==> src/sws_params.svh <==
// constants of the subtract datapath: opcodes, field positions, offsets, reset values
`ifndef SWS_PARAMS_SVH
`define SWS_PARAMS_SVH

// instruction encoding
`define SWS_OPC_LIT 8'h08
`define SWS_OPC_REG 6'h17
`define SWS_DEST_BIT 9
`define SWS_ACCESS_BIT 8

// access bank split: low half maps to bank 0, high half to the top bank
`define SWS_ACCESS_SPLIT 8'h80
`define SWS_BANK_ACCESS_LO 4'h0
`define SWS_BANK_ACCESS_HI 4'hf

// one instruction cycle is four clock phases
`define SWS_PHASES_PER_CYCLE 4

// register port offsets
`define SWS_REG_ACC 4'h0
`define SWS_REG_BANK 4'h1
`define SWS_REG_STATUS 4'h2
`define SWS_REG_RESULT 4'h3
`define SWS_REG_ADDR_LO 4'h4
`define SWS_REG_ADDR_HI 4'h5
`define SWS_REG_STATE 4'h6
`define SWS_REG_ILLEGAL 4'h7

// reset values
`define SWS_ACC_RST 8'h00
`define SWS_BANK_RST 4'h0
`define SWS_STATUS_RST 5'h00
`define SWS_ADDR_RST 12'h000
`define SWS_COUNT_RST 8'h00

`endif

==> src/sws_pkg.sv <==
// types shared by the subtract datapath modules
`default_nettype none
package sws_pkg;

    typedef enum logic [2:0] {
        SWS_PH_IDLE = 3'b000,
        SWS_PH_Q1 = 3'b001,
        SWS_PH_Q2 = 3'b011,
        SWS_PH_Q3 = 3'b010,
        SWS_PH_Q4 = 3'b110
    } sws_phase_e;

    typedef enum logic [1:0] {
        SWS_OP_NONE = 2'b00,
        SWS_OP_LIT = 2'b01,
        SWS_OP_REG = 2'b11
    } sws_op_e;

    // bit order matches the status register, n in bit 4 down to carry in bit 0
    typedef struct packed {
        logic n;
        logic ov;
        logic z;
        logic dc;
        logic c;
    } sws_flags_s;

    typedef struct packed {
        sws_op_e op;
        logic to_reg;
        logic banked;
        logic [7:0] operand;
    } sws_dec_s;

endpackage
`default_nettype wire

==> src/sws_subtractor.sv <==
// 8-bit subtractor with negative, overflow, carry, digit-carry and zero flags
`default_nettype none
module sws_subtractor (
    input wire logic [7:0] minuend,
    input wire logic [7:0] subtrahend,
    output logic [7:0] diff,
    output sws_pkg::sws_flags_s flags
);
    logic [8:0] wide;
    logic [4:0] low;

    always_comb begin
        // ninth bit is the borrow; carry is its inverse
        wide = {1'b0, minuend} - {1'b0, subtrahend};
        low = {1'b0, minuend[3:0]} - {1'b0, subtrahend[3:0]};
        diff = wide[7:0]; // RL13
        flags.c = ~wide[8]; // RL10 RL11 RL12
        flags.dc = ~low[4]; // RL14
        flags.ov = (minuend[7] ^ subtrahend[7]) & (wide[7] ^ minuend[7]); // RL14
        flags.z = (wide[7:0] == 8'h00); // RL11
        flags.n = wide[7]; // RL12
    end
endmodule
`default_nettype wire

==> src/sws_phase_seq.sv <==
// four-phase instruction cycle sequencer
`default_nettype none
module sws_phase_seq (
    input wire logic sys_clk,
    input wire logic srst,
    input wire logic start,
    output sws_pkg::sws_phase_e phase,
    output logic ready
);
    sws_pkg::sws_phase_e phase_ff;
    sws_pkg::sws_phase_e nxt_phase;

    always_comb begin
        nxt_phase = phase_ff;
        case (phase_ff)
            sws_pkg::SWS_PH_IDLE: begin
                if (start) begin
                    nxt_phase = sws_pkg::SWS_PH_Q1;
                end
            end
            sws_pkg::SWS_PH_Q1: nxt_phase = sws_pkg::SWS_PH_Q2;
            sws_pkg::SWS_PH_Q2: nxt_phase = sws_pkg::SWS_PH_Q3;
            sws_pkg::SWS_PH_Q3: nxt_phase = sws_pkg::SWS_PH_Q4;
            sws_pkg::SWS_PH_Q4: begin
                // back to back instructions skip the idle state
                if (start) begin
                    nxt_phase = sws_pkg::SWS_PH_Q1;
                end else begin
                    nxt_phase = sws_pkg::SWS_PH_IDLE;
                end
            end
            default: nxt_phase = sws_pkg::SWS_PH_IDLE;
        endcase
    end

    always_ff @(posedge sys_clk) begin
        if (srst) begin
            phase_ff <= sws_pkg::SWS_PH_IDLE;
        end else begin
            phase_ff <= nxt_phase;
        end
    end

    assign phase = phase_ff;
    assign ready = (phase_ff == sws_pkg::SWS_PH_IDLE) || (phase_ff == sws_pkg::SWS_PH_Q4);
endmodule
`default_nettype wire

==> src/sws_datapath.sv <==
// subtract datapath top: decode, operand fetch, subtract, write back and register port
// Contract
// RL1 - literal minus accumulator goes to accumulator
// RL2 - decode literal form from fixed upper byte
// RL3 - both forms update n, ov, c, dc, z
// RL4 - literal form: decode, read, process, write
// RL5 - register form: register minus accumulator
// RL6 - destination bit 0 accumulator, 1 register
// RL7 - access bit 0 selects access bank
// RL8 - access bit 1 uses bank select register
// RL9 - register form: decode, read, process, write
// RL10 - positive result: carry set, z n clear
// RL11 - zero result: carry set, z set
// RL12 - borrow: carry clear, n set, z clear
// RL13 - negative result wraps to eight bits
// RL14 - digit carry and overflow usual definitions
//
// Implementation choices: the strobed register port and the placing of the registers.
`include "sws_params.svh"
`default_nettype none
module sws_datapath (
    input wire logic sys_clk,
    input wire logic srst,
    input wire logic [15:0] instr_word,
    input wire logic instr_valid,
    output logic instr_ready,
    output logic instr_done,
    output logic instr_illegal,
    output logic [11:0] mem_addr,
    output logic mem_rd,
    input wire logic [7:0] mem_rdata,
    output logic mem_wr,
    output logic [7:0] mem_wdata,
    input wire logic [3:0] reg_addr,
    input wire logic [7:0] reg_wdata,
    input wire logic reg_wr,
    input wire logic reg_rd,
    output logic [7:0] reg_rdata,
    output logic [7:0] acc_out,
    output sws_pkg::sws_flags_s flags_out
);
    sws_pkg::sws_phase_e phase;
    logic seq_ready;
    logic accept;
    logic start;
    sws_pkg::sws_dec_s dec_in;
    logic [7:0] minuend;
    logic [7:0] diff;
    sws_pkg::sws_flags_s diff_flags;
    logic to_mem;

    // datapath state
    sws_pkg::sws_dec_s dec_ff;
    sws_pkg::sws_dec_s nxt_dec;
    logic [7:0] acc_ff;
    logic [7:0] nxt_acc;
    logic [3:0] bank_select_register_ff;
    logic [3:0] nxt_bank_select_register;
    sws_pkg::sws_flags_s status_ff;
    sws_pkg::sws_flags_s nxt_status;
    sws_pkg::sws_flags_s pend_flags_ff;
    sws_pkg::sws_flags_s nxt_pend_flags;
    logic [7:0] result_ff;
    logic [7:0] nxt_result;
    logic [11:0] mem_addr_ff;
    logic [11:0] nxt_mem_addr;
    logic mem_rd_ff;
    logic nxt_mem_rd;
    logic mem_wr_ff;
    logic nxt_mem_wr;
    logic [7:0] mem_wdata_ff;
    logic [7:0] nxt_mem_wdata;
    logic done_ff;
    logic nxt_done;
    logic illegal_ff;
    logic nxt_illegal;
    logic [7:0] illegal_count_ff;
    logic [7:0] nxt_illegal_count;

    // register port read state
    logic [7:0] rdata_ff;
    logic [7:0] nxt_rdata;

    function automatic sws_pkg::sws_dec_s decode(input logic [15:0] w);
        sws_pkg::sws_dec_s d;
        d.op = sws_pkg::SWS_OP_NONE;
        d.to_reg = 1'b0;
        d.banked = 1'b0;
        d.operand = w[7:0];
        if (w[15:8] == `SWS_OPC_LIT) begin // RL2
            d.op = sws_pkg::SWS_OP_LIT;
        end else if (w[15:10] == `SWS_OPC_REG) begin
            d.op = sws_pkg::SWS_OP_REG;
            d.to_reg = w[`SWS_DEST_BIT];
            d.banked = w[`SWS_ACCESS_BIT];
        end
        return d;
    endfunction

    // the access bank is the low half of bank 0 joined to the high half of the top bank
    function automatic logic [11:0] eff_addr(input logic banked, input logic [7:0] f,
                                              input logic [3:0] bank);
        logic [11:0] a;
        if (banked) begin
            a = {bank, f}; // RL8
        end else if (f >= `SWS_ACCESS_SPLIT) begin
            a = {`SWS_BANK_ACCESS_HI, f}; // RL7
        end else begin
            a = {`SWS_BANK_ACCESS_LO, f}; // RL7
        end
        return a;
    endfunction

    assign dec_in = decode(instr_word);
    assign accept = instr_valid & seq_ready;
    assign start = accept & (dec_in.op != sws_pkg::SWS_OP_NONE);
    assign to_mem = (dec_ff.op == sws_pkg::SWS_OP_REG) & dec_ff.to_reg;

    sws_phase_seq u_seq (
        .sys_clk(sys_clk),
        .srst(srst),
        .start(start),
        .phase(phase),
        .ready(seq_ready)
    );

    // the literal form takes its minuend from the word, the register form from memory
    assign minuend = (dec_ff.op == sws_pkg::SWS_OP_LIT) ? dec_ff.operand : mem_rdata; // RL1 RL5

    sws_subtractor u_sub (
        .minuend(minuend),
        .subtrahend(acc_ff),
        .diff(diff),
        .flags(diff_flags)
    );

    // instruction group: capture, operand fetch, subtract and memory write back
    always_comb begin
        nxt_dec = dec_ff;
        nxt_pend_flags = pend_flags_ff;
        nxt_result = result_ff;
        nxt_mem_addr = mem_addr_ff;
        nxt_mem_rd = 1'b0;
        nxt_mem_wr = 1'b0;
        nxt_mem_wdata = mem_wdata_ff;
        nxt_done = 1'b0;

        if (start) begin
            nxt_dec = dec_in;
        end

        case (phase)
            sws_pkg::SWS_PH_Q1: begin
                // decode: form the data address, read strobe lands in the read phase
                if (dec_ff.op == sws_pkg::SWS_OP_REG) begin // RL9
                    nxt_mem_addr = eff_addr(dec_ff.banked, dec_ff.operand,
                                            bank_select_register_ff);
                    nxt_mem_rd = 1'b1;
                end
            end
            sws_pkg::SWS_PH_Q2: begin
                // read: memory answers at the coming edge, nothing to latch yet
                nxt_mem_rd = 1'b0;
            end
            sws_pkg::SWS_PH_Q3: begin
                // process: memory data is valid in this phase, one cycle after the strobe
                nxt_result = diff; // RL13
                nxt_pend_flags = diff_flags; // RL3
                nxt_done = 1'b1;
                if (to_mem) begin // RL6
                    nxt_mem_wr = 1'b1;
                    nxt_mem_wdata = diff;
                end
            end
            default: begin
                nxt_mem_rd = 1'b0;
            end
        endcase
    end

    always_ff @(posedge sys_clk) begin
        if (srst) begin
            dec_ff <= '0;
            pend_flags_ff <= `SWS_STATUS_RST;
            result_ff <= `SWS_ACC_RST;
            mem_addr_ff <= `SWS_ADDR_RST;
            mem_rd_ff <= 1'b0;
            mem_wr_ff <= 1'b0;
            mem_wdata_ff <= `SWS_ACC_RST;
            done_ff <= 1'b0;
        end else begin
            dec_ff <= nxt_dec;
            pend_flags_ff <= nxt_pend_flags;
            result_ff <= nxt_result;
            mem_addr_ff <= nxt_mem_addr;
            mem_rd_ff <= nxt_mem_rd;
            mem_wr_ff <= nxt_mem_wr;
            mem_wdata_ff <= nxt_mem_wdata;
            done_ff <= nxt_done;
        end
    end

    // software-visible group: accumulator, bank select and status
    always_comb begin
        nxt_acc = acc_ff;
        nxt_bank_select_register = bank_select_register_ff;
        nxt_status = status_ff;
        // software writes first, so a commit in the same cycle overrides them
        if (reg_wr) begin
            if (reg_addr == `SWS_REG_ACC) begin
                nxt_acc = reg_wdata;
            end else if (reg_addr == `SWS_REG_BANK) begin
                nxt_bank_select_register = reg_wdata[3:0];
            end else if (reg_addr == `SWS_REG_STATUS) begin
                nxt_status = sws_pkg::sws_flags_s'(reg_wdata[4:0]);
            end
        end

        if (phase == sws_pkg::SWS_PH_Q4) begin
            // write: flags, and the accumulator when it is the destination, change at the end of the cycle
            if (!to_mem) begin // RL1 RL4 RL6
                nxt_acc = result_ff;
            end
            nxt_status = pend_flags_ff; // RL3 RL10 RL11 RL12 RL14
        end
    end

    always_ff @(posedge sys_clk) begin
        if (srst) begin
            acc_ff <= `SWS_ACC_RST;
            bank_select_register_ff <= `SWS_BANK_RST;
            status_ff <= `SWS_STATUS_RST;
        end else begin
            acc_ff <= nxt_acc;
            bank_select_register_ff <= nxt_bank_select_register;
            status_ff <= nxt_status;
        end
    end

    // illegal words: a one-cycle flag and a saturating count
    always_comb begin
        nxt_illegal = accept & (dec_in.op == sws_pkg::SWS_OP_NONE);
        nxt_illegal_count = illegal_count_ff;
        if (reg_wr && (reg_addr == `SWS_REG_ILLEGAL)) begin
            nxt_illegal_count = `SWS_COUNT_RST;
        end
        // counting wins over a clear in the same cycle; saturates at the top
        if (nxt_illegal && (illegal_count_ff != 8'hff)) begin
            nxt_illegal_count = illegal_count_ff + 8'h01;
        end
    end

    always_ff @(posedge sys_clk) begin
        if (srst) begin
            illegal_ff <= 1'b0;
            illegal_count_ff <= `SWS_COUNT_RST;
        end else begin
            illegal_ff <= nxt_illegal;
            illegal_count_ff <= nxt_illegal_count;
        end
    end

    // read data stands for the one cycle after the strobe, zero otherwise
    always_comb begin
        nxt_rdata = 8'h00;
        if (reg_rd) begin
            if (reg_addr == `SWS_REG_ACC) begin
                nxt_rdata = acc_ff;
            end else if (reg_addr == `SWS_REG_BANK) begin
                nxt_rdata = {4'h0, bank_select_register_ff};
            end else if (reg_addr == `SWS_REG_STATUS) begin
                nxt_rdata = {3'h0, status_ff};
            end else if (reg_addr == `SWS_REG_RESULT) begin
                nxt_rdata = result_ff;
            end else if (reg_addr == `SWS_REG_ADDR_LO) begin
                nxt_rdata = mem_addr_ff[7:0];
            end else if (reg_addr == `SWS_REG_ADDR_HI) begin
                nxt_rdata = {4'h0, mem_addr_ff[11:8]};
            end else if (reg_addr == `SWS_REG_STATE) begin
                nxt_rdata = {5'h00, phase};
            end else if (reg_addr == `SWS_REG_ILLEGAL) begin
                nxt_rdata = illegal_count_ff;
            end else begin
                nxt_rdata = 8'h00;
            end
        end
    end

    always_ff @(posedge sys_clk) begin
        if (srst) begin
            rdata_ff <= 8'h00;
        end else begin
            rdata_ff <= nxt_rdata;
        end
    end

    assign instr_ready = seq_ready;
    assign instr_done = done_ff;
    assign instr_illegal = illegal_ff;
    assign mem_addr = mem_addr_ff;
    assign mem_rd = mem_rd_ff;
    assign mem_wr = mem_wr_ff;
    assign mem_wdata = mem_wdata_ff;
    assign reg_rdata = rdata_ff;
    assign acc_out = acc_ff;
    assign flags_out = status_ff;
endmodule
`default_nettype wire

==> config.mk <==
export PLATFORM = sky130hd
export DESIGN_NAME = sws_datapath
export DESIGN_NICKNAME = d
export VERILOG_FILES = /design/src/sws_pkg.sv /design/src/sws_subtractor.sv /design/src/sws_phase_seq.sv /design/src/sws_datapath.sv
export VERILOG_INCLUDE_DIRS = /design/src
export SDC_FILE = /design/constraint.sdc
export NUM_CORES = 1
export LEC_CHECK = 0
export BUFFER_PORTS_ARGS = -buffer_cell sky130_fd_sc_hd__buf_2
export CAP_MARGIN = 10
export CORE_MARGIN = 2
export CORE_UTILIZATION = 50
export DETAILED_ROUTE_END_ITERATION = 10
export GPL_TIMING_DRIVEN = 1
export PLACE_DENSITY = 0.74
export SETUP_SLACK_MARGIN = 0.4
export SLEW_MARGIN = 20
export SYNTH_ARGS = -nofsm -noshare
export SYNTH_HDL_FRONTEND = slang
export SYNTH_SLANG_ARGS = --single-unit
==> constraint.sdc <==
create_clock -name sys_clk -period 2.7 [get_ports sys_clk]
set_input_delay 0.54 -clock sys_clk [delete_from_list [all_inputs] [get_ports sys_clk]]
set_output_delay 0.54 -clock sys_clk [all_outputs]
set_load 0.05 [all_outputs]
==> key figures <==
Run status
  – Status: finished clean

Synthesis
  – Adder-cell share of the synthesized area: 0.0318
  – Top-count cell post-synth: dfxtp_1
  – Dominant cell type by area after synthesis: dfxtp_1
  – Top cells by area, synth: dfxtp_1, mux2i_1, nor2_1, nand2_1, a21oi_1
  – Mux share of post-synthesis cell area: 0.0935
  – Synth async-reset ratio: 0
  – Synthesized net count: 565
  – Area fraction in compound gates after synthesis: 0.182
  – YS warnings: 0
  – Flip-flop and latch count after synthesis: 84
  – Mapped cell area: 0.00418 sq mm
  – Post-synthesis xor/xnor area fraction: 0.0144
  – Unique masters post-synth: 54
  – Synth Area in Simple Gates: 0.233
  – Synth top area share: 0.403
  – Mapped Cells: 514
  – Post-synthesis sequential area ratio: 0.403
  – Largest family of logic cells by synthesized area: simple AND/OR/NAND/NOR gates
  – EDFF count, synth: 0
  – Top_reg_cell synth: dfxtp_1
  – Syn Area/Cell: 8.12 sq um
  – Commonest cells post-synth: dfxtp_1, nor2_1, nand2_1

Floorplanning
  – Row count: 33
  – Die W: 95.4 um
  – Starting density of the core: 0.511
  – Core box area: 0.00818 sq mm
  – Die ar.: 0.00910 sq mm
  – I/O Pins: 87
  – Die height: 95.4 um

Global route
  – First-pass GRT wire length: 18,500 um
  – Remaining global-route overflow: 0
  – Vias in the first global route: 3,592
  – GRT Resource Usage Total: 0.265
  – Antenna violations before repair: 0
  – Largest net degree at the start of global routing: 30

Finish
  – Net count reported at finish: 649
  – Area Overhead vs Synth: 22.5%
  – Fraction of layout cells with a size suffix above 1: 0.274
  – # diodes: 0
  – Post-route design area: 0.00511 sq mm

Placement
  – Final RePlAce weighted congestion: 0.990
  – Placement Cell Area: 0.00473 sq mm
  – Detailed placer's ending HPWL: 8820 um
  – Post-Place Setup Slack: 0.178 ns
  – IO Port Bufs: 86

CTS
  – CTS tree: done
  – Clk buf depth: 2
  – TritonCTS Buffers: 9
  – Clock Sinks: 84
  – Hold_buf cts: 0
  – Clock transition at path regs: 0.08 ns
  – Root buf cell: clkbuf_8
  – Htree depth: 3
  – Insertion delay to the later sink of the worst-skew pair: 0.36 ns

Route
  – DR pass1 iterations: 5
  – WL/cell: 17.0 um
  – Vias: 4,074
  – DR DRC count: 0
  – Antenna viol nets, final: 0
  – Vias/cell: 5.75
  – Final wirelength: 12,000 um
  – First DRT Iteration DRCs: 334

Power
  – Pwr dens: 467 mW/mm^2
  – Max IR drop VDD: 0.293 mV
  – Total chip power: 2.39 mW
  – Lkg Pwr: 2.15 nW

Setup path
  – Critical path arrival: 2.61 ns
  – Cell Chain, Critical Path: nand2b_4, buf_8, mux2i_1, ha_2, fa_2, nor2b_4, o31ai_4, buf_4, a211oi_4, nor2_1, a31o_2
  – Category of the most critical setup path: reg2reg
  – CP endpoint kind: register
  – Worst Path Buf+Inv: 2
  – Max incr delay on CP: 0.39 ns
  – Top Family by Delay on Critical Path: adder cells
  – Critical-path top delay cell: fa_2
  – Worst R2R Setup Slack: 0.34 ns
  – Required @ worst endpoint: 2.95 ns
  – Critical path startpoint category: register
  – Worst-path maximum fanout: 8

STA
  – Setup Viol. Count Final: 0
  – Final Slew Violations: 0
  – Fin crit share: 0.875
  – Final hold vios: 0
  – RSZ-0062 raised after global routing: true
  – Post-route clock skew: 0.0129 ns
  – Setup TNS: 0 ns
  – Rel. slew slack: 0.462
  – Max Clock Freq: 423 MHz
  – Hold slack final: 0.422 ns
  – Tmin final: 2.36 ns
  – Fin worst setup slack: 0.338 ns
  – Worst-Margin Slew: 0.805 ns

Min path
  – Hold Path Class: in2reg

Run
  – Max-cap violations: 0
[cells in the final DEF (no fill, tap or decap), types with 15 or more instances in the layout]
| master | count |
|---|---|
| a211oi_1 | 19 |
| a21oi_1 | 44 |
| buf_2 | 86 |
| dfxtp_1 | 82 |
| inv_1 | 16 |
| mux2i_1 | 30 |
| nand2_1 | 65 |
| nor2_1 | 76 |
| o21ai_0 | 15 |
[logic make-up (layout without fill, tap and decap cells)]
kind of cell / after synthesis / count (layout)
AO/OA/AOI/OAI: 120 / 120
XOR/XNOR: 6 / 6
adder cells (fa/ha/maj): 10 / 10
buffers and inverters: 44 / 133
flip-flops: 84 / 84
multiplexers: 38 / 38
AND/OR/NAND/NOR: 212 / 212
[report_power, final]
group          total (mW)  switching (mW)  internal (mW)
Clock               0.820           0.457          0.363
Combinational       0.311           0.186          0.125
Sequential           1.26          0.0115           1.25
Total                2.39           0.654           1.74
[registers in the layout, summed over array words and instances (netlist names)]
signal	flops
mem_rd	1
dec_ff	12
u_seq.phase	3
mem_addr	12
instr_done	1
mem_wdata	8
illegal_count_ff	8
acc_out	8
instr_illegal	1
bank_select_register_ff	4
pend_flags_ff	5
reg_rdata	8
flags_out	5
mem_wr	1
result_ff	7
[area by class of cell]
type	count	area, sq um
clock buffer	11	141
clock inverter	5	36.3
fill	720	3060
inverter	16	60.1
multi-input combinational	386	2510
sequential	84	1690
tap	105	131
timing repair buffer	101	551
[worst register-to-register path: cells and delay by family, from the launching register on]
family                     cells  cell delay, ns
and+or+nand+nor                3            0.37
AOI/OAI and AO/OA              3            0.55
DFF                            1            0.33
adders and majority gates      2            0.60
muxes                          1            0.12
buffers and inverters          2            0.29
[metal layers]
layer / share of wire / global-route usage
met4: 0.021 / 0.0869
met1: 0.45 / 0.385
met3: 0.068 / 0.0451
met5: 0 / 0
met2: 0.46 / 0.400
[stage by stage]
| step | util | std cells |
|---|---|---|
| 3_3_place_gp | 0.579 | 686 |
| 6_report | 0.625 | 708 |
| 5_1_grt | 0.625 | 708 |
| 4_1_cts | 0.612 | 703 |
| 3_5_place_dp | 0.579 | 686 |
| 2_1_floorplan | - | 514 |
[path summary, 6_finish.rpt]
kind / startpoint / endpoint / cells after the start
setup / recovery: dec_ff[11]$_SDFFE_PP0P_ / pend_flags_ff[2]$_SDFFE_PP0P_ / 11
hold reg to reg: mem_wdata[2]$_SDFFE_PP0P_ / mem_wdata[2]$_SDFFE_PP0P_ / 2
hold / removal: instr_word[2] / dec_ff[2]$_SDFFE_PP0P_ / 3
setup reg to reg: dec_ff[11]$_SDFFE_PP0P_ / pend_flags_ff[2]$_SDFFE_PP0P_ / 11
[what timing repair did]
item,in CTS,in global routing
gates resized for setup,16,19
pin swaps,5,8
endpoints found under the setup margin,11,14
setup buffers,1,5
No activity file was read; power rests on OpenSTA's default activity.
